### config.mk
export PLATFORM = sky130hd
export DESIGN_NAME = dic_top
export DESIGN_NICKNAME = d
export VERILOG_FILES = /design/src/dic_pkg.sv /design/src/dic_cfg_if.sv /design/src/dic_debounce.sv /design/src/dic_ac_detect.sv /design/src/dic_top.sv
export SDC_FILE = /design/constraint.sdc
export NUM_CORES = 1
export LEC_CHECK = 0
export BUFFER_PORTS_ARGS = -buffer_cell sky130_fd_sc_hd__buf_2
export CORE_ASPECT_RATIO = 2
export CORE_MARGIN = 2
export CORE_UTILIZATION = 55
export CTS_BUF_LIST = sky130_fd_sc_hd__clkbuf_16
export DETAILED_ROUTE_END_ITERATION = 8
export PLACE_DENSITY = 0.76
export REMOVE_ABC_BUFFERS = 1
export SLEW_MARGIN = 10
export SYNTH_ARGS = -nofsm -noshare
export SYNTH_HDL_FRONTEND = slang
export SYNTH_SLANG_ARGS = --single-unit
### constraint.sdc
create_clock -name clock -period 11.8 [get_ports clock]
set_input_delay 1.77 -clock clock [delete_from_list [all_inputs] [get_ports clock]]
set_output_delay 1.77 -clock clock [all_outputs]
set_load 0.02 [all_outputs]
### src/dic_pkg.sv
// Package with register map, field layout, reset values and timing for the input conditioner.
package dic_pkg;

  // ----------------------------------------
  // Register byte offsets
  // ----------------------------------------
  localparam logic [7:0] DIC_CTRL_OFS  = 8'h00;
  localparam logic [7:0] DIC_DEB_OFS   = 8'h04;
  localparam logic [7:0] DIC_PRIO_OFS  = 8'h08;
  localparam logic [7:0] DIC_STAT_OFS  = 8'h0c;
  localparam logic [7:0] DIC_IRQS_OFS  = 8'h10;
  localparam logic [7:0] DIC_IRQM_OFS  = 8'h14;
  localparam logic [7:0] DIC_COUNT_OFS = 8'h18;

  // ----------------------------------------
  // Control register fields
  // ----------------------------------------
  localparam int DIC_CTRL_MODE_LSB = 0;
  localparam int DIC_CTRL_POL_BIT  = 2;
  localparam int DIC_CTRL_LOG_BIT  = 3;
  localparam int DIC_CTRL_EN_BIT   = 4;
  localparam int DIC_CTRL_ALM_BIT  = 5;

  // ----------------------------------------
  // Status and interrupt fields
  // ----------------------------------------
  localparam int DIC_STAT_STATE_BIT = 0;
  localparam int DIC_STAT_ALARM_BIT = 1;
  localparam int DIC_STAT_BASE_BIT  = 2;
  localparam int DIC_IRQ_TRIG_BIT   = 0;
  localparam int DIC_IRQ_LOG_BIT    = 1;
  localparam int DIC_IRQ_REJ_BIT    = 2;
  localparam int DIC_IRQ_WIDTH      = 3;

  // ----------------------------------------
  // Reset values
  // ----------------------------------------
  localparam logic [5:0]  DIC_CTRL_RST = 6'h10;
  localparam logic [9:0]  DIC_DEB_RST  = 10'h000;
  localparam logic [7:0]  DIC_PRIO_RST = 8'h00;
  localparam logic [2:0]  DIC_IRQ_RST  = 3'h0;

  // ----------------------------------------
  // Timing
  // ----------------------------------------
  localparam int DIC_CLK_HZ        = 20_000_000;
  localparam int DIC_DEB_MAX_MS    = 1000;
  localparam int DIC_MS_PER_S      = 1000;
  localparam int DIC_CYC_PER_MS    = DIC_CLK_HZ / DIC_MS_PER_S;
  localparam int DIC_AC_HOLD_MS    = 40;
  localparam int DIC_AC_HOLD_CYC   = DIC_AC_HOLD_MS * DIC_CYC_PER_MS;

  // Input processing modes.
  typedef enum logic [1:0]
  {
    DIC_MODE_PULSE = 2'b00,
    DIC_MODE_BOTH  = 2'b01,
    DIC_MODE_AC    = 2'b10,
    DIC_MODE_IRIG  = 2'b11
  } dic_mode_t;

endpackage

### src/dic_cfg_if.sv
// Interface carrying configuration and conditioned results between conditioner modules.
`timescale 1ns/1ps
interface dic_cfg_if;
  import dic_pkg::*;

  logic      polarity_invert;
  logic [9:0] debounce_ms;
  logic      state;
  logic      state_rise;
  logic      state_fall;

  modport ctrl
  (
    output polarity_invert,
    output debounce_ms,
    input  state,
    input  state_rise,
    input  state_fall
  );

  modport filt
  (
    input  polarity_invert,
    input  debounce_ms,
    output state,
    output state_rise,
    output state_fall
  );
endinterface

### src/dic_debounce.sv
// Polarity stage and debounce filter that produces the conditioned state and its edges.
`timescale 1ns/1ps
module dic_debounce
  import dic_pkg::*;
#(
  parameter int CYC_PER_MS = DIC_CYC_PER_MS
)
(
  input  wire logic clock,
  input  wire logic rst,
  input  wire logic level_in,
  dic_cfg_if.filt   cfg
);

  logic        cand_reg;
  logic        state_reg;
  logic [15:0] tick_reg;
  logic [9:0]  ms_reg;
  logic        lvl;
  logic        tick_done;

  // Optional inversion ahead of detection.
  assign lvl       = level_in ^ cfg.polarity_invert;
  assign tick_done = (tick_reg == 16'(CYC_PER_MS - 1));

  // Millisecond timer restarts whenever the level differs from the candidate.
  always_ff @(posedge clock or posedge rst)
  begin
    if (rst)
    begin
      cand_reg <= 1'b0;
      tick_reg <= 16'h0000;
      ms_reg   <= 10'h000;
    end
    else if (lvl != cand_reg)
    begin
      cand_reg <= lvl;
      tick_reg <= 16'h0000;
      ms_reg   <= 10'h000;
    end
    else if (cand_reg != state_reg && ms_reg < cfg.debounce_ms)
    begin
      tick_reg <= tick_done ? 16'h0000 : tick_reg + 16'h0001;
      if (tick_done)
      begin
        ms_reg <= ms_reg + 10'h001;
      end
    end
    else
    begin
      tick_reg <= 16'h0000;
      ms_reg   <= 10'h000;
    end
  end

  // Accept the candidate once it has stood for the debounce time.
  always_ff @(posedge clock or posedge rst)
  begin
    if (rst)
    begin
      state_reg      <= 1'b0;
      cfg.state_rise <= 1'b0;
      cfg.state_fall <= 1'b0;
    end
    else
    begin
      cfg.state_rise <= 1'b0;
      cfg.state_fall <= 1'b0;
      if (lvl == cand_reg && cand_reg != state_reg && ms_reg >= cfg.debounce_ms)
      begin
        state_reg      <= cand_reg;
        cfg.state_rise <= cand_reg;
        cfg.state_fall <= ~cand_reg;
      end
    end
  end

  assign cfg.state = state_reg;

endmodule

### src/dic_ac_detect.sv
// Retriggerable detector that reports presence of an alternating signal.
`timescale 1ns/1ps
module dic_ac_detect
  import dic_pkg::*;
#(
  parameter int HOLD_CYC = DIC_AC_HOLD_CYC
)
(
  input  wire logic clock,
  input  wire logic rst,
  input  wire logic level_in,
  output logic      present
);

  logic        last_reg;
  logic [23:0] hold_reg;

  // Every level change reloads the hold timer; present while it runs.
  always_ff @(posedge clock or posedge rst)
  begin
    if (rst)
    begin
      last_reg <= 1'b0;
      hold_reg <= 24'h000000;
    end
    else
    begin
      last_reg <= level_in;
      if (last_reg != level_in)
      begin
        hold_reg <= 24'(HOLD_CYC);
      end
      else if (hold_reg != 24'h000000)
      begin
        hold_reg <= hold_reg - 24'h000001;
      end
    end
  end

  assign present = (hold_reg != 24'h000000);

endmodule

### src/dic_top.sv
// Digital input conditioner: polarity, debounce, mode edges, alarm, events and Wishbone registers.
//
// Chosen here: the address map and the Wishbone register port.
`timescale 1ns/1ps
module dic_top
  import dic_pkg::*;
#(
  parameter bit BASE_UNIT  = 1'b1,
  parameter int CYC_PER_MS = DIC_CYC_PER_MS,
  parameter int AC_HOLD    = DIC_AC_HOLD_CYC
)
(
  input  wire logic        clock,
  input  wire logic        rst,
  input  wire logic        din,
  input  wire logic        wb_cyc_i,
  input  wire logic        wb_stb_i,
  input  wire logic        wb_we_i,
  input  wire logic [7:0]  wb_adr_i,
  input  wire logic [31:0] wb_dat_i,
  input  wire logic [3:0]  wb_sel_i,
  output logic [31:0]      wb_dat_o,
  output logic             wb_ack_o,
  output logic             trigger,
  output logic             state_out,
  output logic             alarm,
  output logic             timesync_out,
  output logic             event_valid,
  output logic [7:0]       event_priority,
  output logic             event_state,
  output logic             irq
);

  // ----------------------------------------
  // Registers and internal signals
  // ----------------------------------------
  dic_mode_t   mode_reg;
  logic        pol_reg;
  logic        log_reg;
  logic        en_reg;
  logic        alm_on_reg;
  logic [9:0]  deb_reg;
  logic [7:0]  prio_reg;
  logic [2:0]  irqs_reg;
  logic [2:0]  irqm_reg;
  logic [31:0] count_reg;
  logic        ac_prev_reg;
  logic        wr_stb;
  logic        rd_stb;
  logic        mode_rej;
  logic        ac_present;
  logic        cond_state;
  logic        edge_on;
  logic        edge_off;
  logic        trig_next;
  logic        evt_next;
  logic [2:0]  irq_set;
  logic [31:0] rd_data;
  logic [31:0] deb_wr;

  dic_cfg_if cfg_bus ();

  // Byte-lane merge used by the debounce register write.
  function automatic logic [31:0] wb_merge(input logic [31:0] old_v,
                                           input logic [31:0] new_v,
                                           input logic [3:0]  sel);
    logic [31:0] r;
    r = old_v;
    for (int i = 0; i < 4; i++)
    begin
      if (sel[i])
      begin
        r[i*8 +: 8] = new_v[i*8 +: 8];
      end
    end
    return r;
  endfunction

  // ----------------------------------------
  // Conditioning stages
  // ----------------------------------------
  assign cfg_bus.polarity_invert = pol_reg;
  assign cfg_bus.debounce_ms     = deb_reg;

  dic_debounce #(
    .CYC_PER_MS (CYC_PER_MS)
  ) u_deb (
    .clock    (clock),
    .rst      (rst),
    .level_in (din),
    .cfg      (cfg_bus.filt)
  );

  dic_ac_detect #(
    .HOLD_CYC (AC_HOLD)
  ) u_ac (
    .clock    (clock),
    .rst      (rst),
    .level_in (din ^ pol_reg),
    .present  (ac_present)
  );

  // ----------------------------------------
  // Wishbone decode
  // ----------------------------------------
  assign wr_stb   = wb_cyc_i & wb_stb_i & wb_we_i & ~wb_ack_o;
  assign rd_stb   = wb_cyc_i & wb_stb_i & ~wb_we_i & ~wb_ack_o;
  // Time-sync selection refused on an expansion channel.
  assign mode_rej = wr_stb && wb_adr_i == DIC_CTRL_OFS && wb_sel_i[0] && !BASE_UNIT
                    && dic_mode_t'(wb_dat_i[DIC_CTRL_MODE_LSB +: 2]) == DIC_MODE_IRIG;

  // Control register writes.
  always_ff @(posedge clock or posedge rst)
  begin
    if (rst)
    begin
      mode_reg   <= dic_mode_t'(DIC_CTRL_RST[DIC_CTRL_MODE_LSB +: 2]);
      pol_reg    <= DIC_CTRL_RST[DIC_CTRL_POL_BIT];
      log_reg    <= DIC_CTRL_RST[DIC_CTRL_LOG_BIT];
      en_reg     <= DIC_CTRL_RST[DIC_CTRL_EN_BIT];
      alm_on_reg <= DIC_CTRL_RST[DIC_CTRL_ALM_BIT];
    end
    else if (wr_stb && wb_adr_i == DIC_CTRL_OFS && wb_sel_i[0])
    begin
      if (!mode_rej)
      begin
        mode_reg <= dic_mode_t'(wb_dat_i[DIC_CTRL_MODE_LSB +: 2]);
      end
      pol_reg    <= wb_dat_i[DIC_CTRL_POL_BIT];
      log_reg    <= wb_dat_i[DIC_CTRL_LOG_BIT];
      en_reg     <= wb_dat_i[DIC_CTRL_EN_BIT];
      alm_on_reg <= wb_dat_i[DIC_CTRL_ALM_BIT];
    end
  end

  // Debounce write value after the byte-lane merge, kept out of the clocked process.
  assign deb_wr = wb_merge({22'h000000, deb_reg}, wb_dat_i, wb_sel_i);

  // Debounce time in milliseconds, clamped to one second.
  always_ff @(posedge clock or posedge rst)
  begin
    if (rst)
    begin
      deb_reg <= DIC_DEB_RST;
    end
    else if (wr_stb && wb_adr_i == DIC_DEB_OFS)
    begin
      deb_reg <= (deb_wr > 32'(DIC_DEB_MAX_MS)) ? 10'(DIC_DEB_MAX_MS) : deb_wr[9:0];
    end
  end

  // Event priority value.
  always_ff @(posedge clock or posedge rst)
  begin
    if (rst)
    begin
      prio_reg <= DIC_PRIO_RST;
    end
    else if (wr_stb && wb_adr_i == DIC_PRIO_OFS && wb_sel_i[0])
    begin
      prio_reg <= wb_dat_i[7:0];
    end
  end

  // Interrupt mask.
  always_ff @(posedge clock or posedge rst)
  begin
    if (rst)
    begin
      irqm_reg <= DIC_IRQ_RST;
    end
    else if (wr_stb && wb_adr_i == DIC_IRQM_OFS && wb_sel_i[0])
    begin
      irqm_reg <= wb_dat_i[DIC_IRQ_WIDTH-1:0];
    end
  end

  // ----------------------------------------
  // Mode handling and edge generation
  // ----------------------------------------
  // In AC mode the state follows presence directly, so a trigger lands with its state change.
  assign cond_state = (mode_reg == DIC_MODE_AC) ? ac_present : cfg_bus.state;
  assign edge_on    = (mode_reg == DIC_MODE_AC) ? (ac_present & ~ac_prev_reg)
                                                : cfg_bus.state_rise;
  assign edge_off   = (mode_reg == DIC_MODE_AC) ? (~ac_present & ac_prev_reg)
                                                : cfg_bus.state_fall;

  // Trigger and event decisions per mode.
  always_comb
  begin
    trig_next = 1'b0;
    case (mode_reg)
      DIC_MODE_PULSE: trig_next = edge_on;
      DIC_MODE_BOTH:  trig_next = edge_on | edge_off;
      DIC_MODE_AC:    trig_next = edge_on;
      DIC_MODE_IRIG:  trig_next = 1'b0;
      default:        trig_next = 1'b0;
    endcase
    trig_next = trig_next & en_reg;
    evt_next  = (edge_on | edge_off) & en_reg & log_reg
                & (mode_reg != DIC_MODE_IRIG);
  end

  // Previous AC presence, used to form its edges.
  always_ff @(posedge clock or posedge rst)
  begin
    if (rst)
    begin
      ac_prev_reg <= 1'b0;
    end
    else
    begin
      ac_prev_reg <= ac_present;
    end
  end

  // Registered outputs.
  always_ff @(posedge clock or posedge rst)
  begin
    if (rst)
    begin
      trigger        <= 1'b0;
      state_out      <= 1'b0;
      alarm          <= 1'b0;
      timesync_out   <= 1'b0;
      event_valid    <= 1'b0;
      event_priority <= 8'h00;
      event_state    <= 1'b0;
    end
    else
    begin
      trigger      <= trig_next;
      state_out    <= cond_state;
      alarm        <= en_reg & (alm_on_reg ? cond_state : ~cond_state);
      timesync_out <= (mode_reg == DIC_MODE_IRIG) & en_reg & (din ^ pol_reg);
      event_valid  <= evt_next;
      if (evt_next)
      begin
        event_priority <= prio_reg;
        event_state    <= edge_on;
      end
    end
  end

  // Trigger counter, readable by software.
  always_ff @(posedge clock or posedge rst)
  begin
    if (rst)
    begin
      count_reg <= 32'h00000000;
    end
    else if (wr_stb && wb_adr_i == DIC_COUNT_OFS)
    begin
      count_reg <= 32'h00000000;
    end
    else if (trig_next)
    begin
      count_reg <= count_reg + 32'h00000001;
    end
  end

  // ----------------------------------------
  // Interrupt status, set wins over clear
  // ----------------------------------------
  assign irq_set = {mode_rej, evt_next, trig_next};

  always_ff @(posedge clock or posedge rst)
  begin
    if (rst)
    begin
      irqs_reg <= DIC_IRQ_RST;
    end
    else if (wr_stb && wb_adr_i == DIC_IRQS_OFS && wb_sel_i[0])
    begin
      irqs_reg <= (irqs_reg & ~wb_dat_i[DIC_IRQ_WIDTH-1:0]) | irq_set;
    end
    else
    begin
      irqs_reg <= irqs_reg | irq_set;
    end
  end

  always_ff @(posedge clock or posedge rst)
  begin
    if (rst)
    begin
      irq <= 1'b0;
    end
    else
    begin
      irq <= |(irqs_reg & irqm_reg);
    end
  end

  // ----------------------------------------
  // Read mux and acknowledge
  // ----------------------------------------
  always_comb
  begin
    rd_data = 32'h00000000;
    case (wb_adr_i)
      DIC_CTRL_OFS:  rd_data = {26'h0000000, alm_on_reg, en_reg, log_reg, pol_reg, mode_reg};
      DIC_DEB_OFS:   rd_data = {22'h000000, deb_reg};
      DIC_PRIO_OFS:  rd_data = {24'h000000, prio_reg};
      DIC_STAT_OFS:  rd_data = {29'h00000000, BASE_UNIT, alarm, state_out};
      DIC_IRQS_OFS:  rd_data = {29'h00000000, irqs_reg};
      DIC_IRQM_OFS:  rd_data = {29'h00000000, irqm_reg};
      DIC_COUNT_OFS: rd_data = count_reg;
      default:       rd_data = 32'h00000000;
    endcase
  end

  // One wait state: ack one cycle after the request, dropped the next cycle.
  always_ff @(posedge clock or posedge rst)
  begin
    if (rst)
    begin
      wb_ack_o <= 1'b0;
      wb_dat_o <= 32'h00000000;
    end
    else
    begin
      wb_ack_o <= wb_cyc_i & wb_stb_i & ~wb_ack_o;
      wb_dat_o <= rd_stb ? rd_data : 32'h00000000;
    end
  end

endmodule

==> flow_summary.toml <==
[run_status]
status = "finished clean"

[die]
die_h_um = 177
die_w_um = 90.4
coreArea_um2 = 14700
dieArea_um2 = 16000
start_util_pct = 55.7
io_pins = 98
rows = 63

[global_routing]
grt_max_degree = 88
globalRouteTotalUtil_pct = 25.3
antenna_found_initial = 0
gr-total-overflow = 0
grt_pass1_vias = 6441
grt_pass1_wl_um = 31800

[logic_synthesis]
synth_edf_count = 0
netlist_instances = 798
avgSynthCellArea_um2 = 10.3
ys_seq_elements = 166
synth_seq_area_share_pct = 50.6
synthArstFlopShare_pct = 100
synth_top_area_share_pct = 50.3
ys_top_cells_by_area = "dfrtp_1, nor2_1, mux2_2, or4_1, xor2_1"
syn_area_um2 = 8210
yosysTopAreaCell = "dfrtp_1"
synth_ff_type = "dfrtp_1"
synth_warnings = 0
synth.distinct_cells = 67

[timing]
setup_violations = 0
max_clock_freq_mhz = 272
setup_ws_ns = 8.12
rsz0062_at_grt = "no"
tns_ns = 0
hold-worst-slack_ns = 0.491
fin_crit_sh_pct = 31.2
final_max_slew_viol_count = 0
period_needed_ns = 3.68
slew_headroom_pct = 34.8
worst_slew_pin_slew_ns = 0.977
hold_viol_final = 0
fin_skew_ns = 0.00802

[placement]
portBuffers = 97
hpwlAfterDp_um = 13900
pre_cts_ws_ns = 7.67
gp_congestion = 0.908

[final_layout]
n_antenna_cell = 0
final_common_cell = "dfrtp_1"
finalNetCount = 954
area_growth_pct = 15.1
layout.area.seq_um2 = 4160
multi_input_area_um2 = 3810
num-fill-cells = 1238
drive_gt1_share_pct = 19.3
final_cell_mix = "dfrtp_1, buf_2, nor2_1, nand2_1, a21oi_1"

[setup_path]
critPathBufInv = 1
cp.depth = 6
start_kind = "input pin"
path_delay_family = "simple AND/OR/NAND/NOR gates"
cp.arrival_ns = 3.96
cp_slowest_cell = "and2_1"
cp_max_fo = 19
setup.worst_path.end_class = "flop"
critical_path.cell_chain = "buf_2, or4_4, or3_4, nor3b_4, and2_1, a21oi_1"
worst_ep_required_time_ns = 12.08
cpPeakStageDelay_ns = 0.66
crit_type = "input pin to flop"
rr_worst_depth = 5

[power_and_ir_drop]
clkPwrFrac_pct = 44.5
switching_share_pct = 26.4
ir_drop_uv = 112
internal-power_w = 0.000946
p_sw_w = 0.000339
p_per_area_nw_per_um2 = 136
combPwrFrac_pct = 8.4
power_w = 0.00129
p_leak_nw = 4.28
seqPwrFrac_pct = 47.1

[detailed_routing]
first_pass_iters = 7
vias = 6568
viasPerCell = 5.99
wl_per_cell_um = 17.6
ant_nets = 0
wl_um = 19300
drc = 0
drt_iter0_markers = 456

[clock_tree]
post_cts_resized = 0
postCtsSetupBuffers = 0
clock_sinks = 166
clockRootBuffer = "clkbuf_16"
cts_buffers = 17
ctsHoldBuffers = 0
clock_latency_ns = 0.43
cts_max_level = 4
cts_max_path_buffers = 2
clkTransAtPathRegs_ns = 0.07
tritoncts = "done"

[min_path]
holdPathStages = 1
hp-class = "flop to flop"

[flow_run]
maxCapViolations = 0
[synth_stat cells, types with 6 or more instances]
cell       number
o21ai_0        18
nand3_1        35
or3_1          10
a2bb2oi_1       7
nand2_1        51
nand2b_1       13
clkbuf_1       19
nor4_1         14
and2_1         31
o211ai_1        9
o31ai_1        24
nand4_1        19
mux2i_1        16
a21oi_1        43
buf_2           7
and4_1          6
nor2_1         71
xor2_1         27
or4_1          32
nor3_1         12
inv_1          31
dfrtp_1       165
ha_1           15
xnor2_1        13
mux2_2         22
and3_1          7
[power groups by stage]
| stage | Combinational (W) | Clock, W | Sequential [W] |
|---|---|---|---|
| finish | 0.000108 | 0.000572 | 0.000605 |
| global placement | 0.000106 | 0 | 0.000614 |
| global route | 0.000122 | 0.000608 | 0.000607 |
| floorplan | 0.0000753 | 0 | 0.000610 |
| CTS | 0.000109 | 0.000581 | 0.000604 |
| detailed placement | 0.000108 | 0 | 0.000615 |
[layer usage]
metal  vias to the layer above  track usage [%]  part of all wire (%)
met3                        53             4.30                   3.1
met2                       176             44.5                    54
met4                         0             15.3                   5.2
met1                      3248             28.6                    38
met5                         -                0                     0
li1                       3091                -                     -
[final timing paths]
check	slack [ns]	startpoint	endpoint
min in group asynchronous	1.47	rst	wb_dat_o[25]
max in group asynchronous	8.87	rst	count_reg[22]
min reg2reg	0.49	event_priority[5]	event_priority[5]
max reg2reg	8.88	mode_reg[0]	count_reg[17]
max	8.12	wb_adr_i[0]	count_reg[17]
min	0.49	event_priority[5]	event_priority[5]
[through the flow]
stage	area (um^2)	util [%]	instances
after global placement	8840	60.0	1065
after floorplan	8080	-	769
after global routing	9450	64.1	1097
final	9450	64.1	1097
after detailed placement	8840	60.0	1065
after CTS	9450	64.1	1097
[cell type report]
class / instances / area share [%]
flip-flops and latches: 166 / 44.0
repair buffers: 101 / 5.45
inverters: 31 / 1.28
well taps: 195 / 2.58
clock inverters: 15 / 1.92
clock buffers: 17 / 4.50
multi-input cells: 572 / 40.3
[cells by family after synthesis]
logic type / synth area share, %
simple gates: 23.0
flops: 50.6
compound gates: 11.4
buf+inv: 3.03
mux: 5.38
xor+xnor: 4.27
fa+ha+maj: 2.29
(Power assumes the default switching activity.)
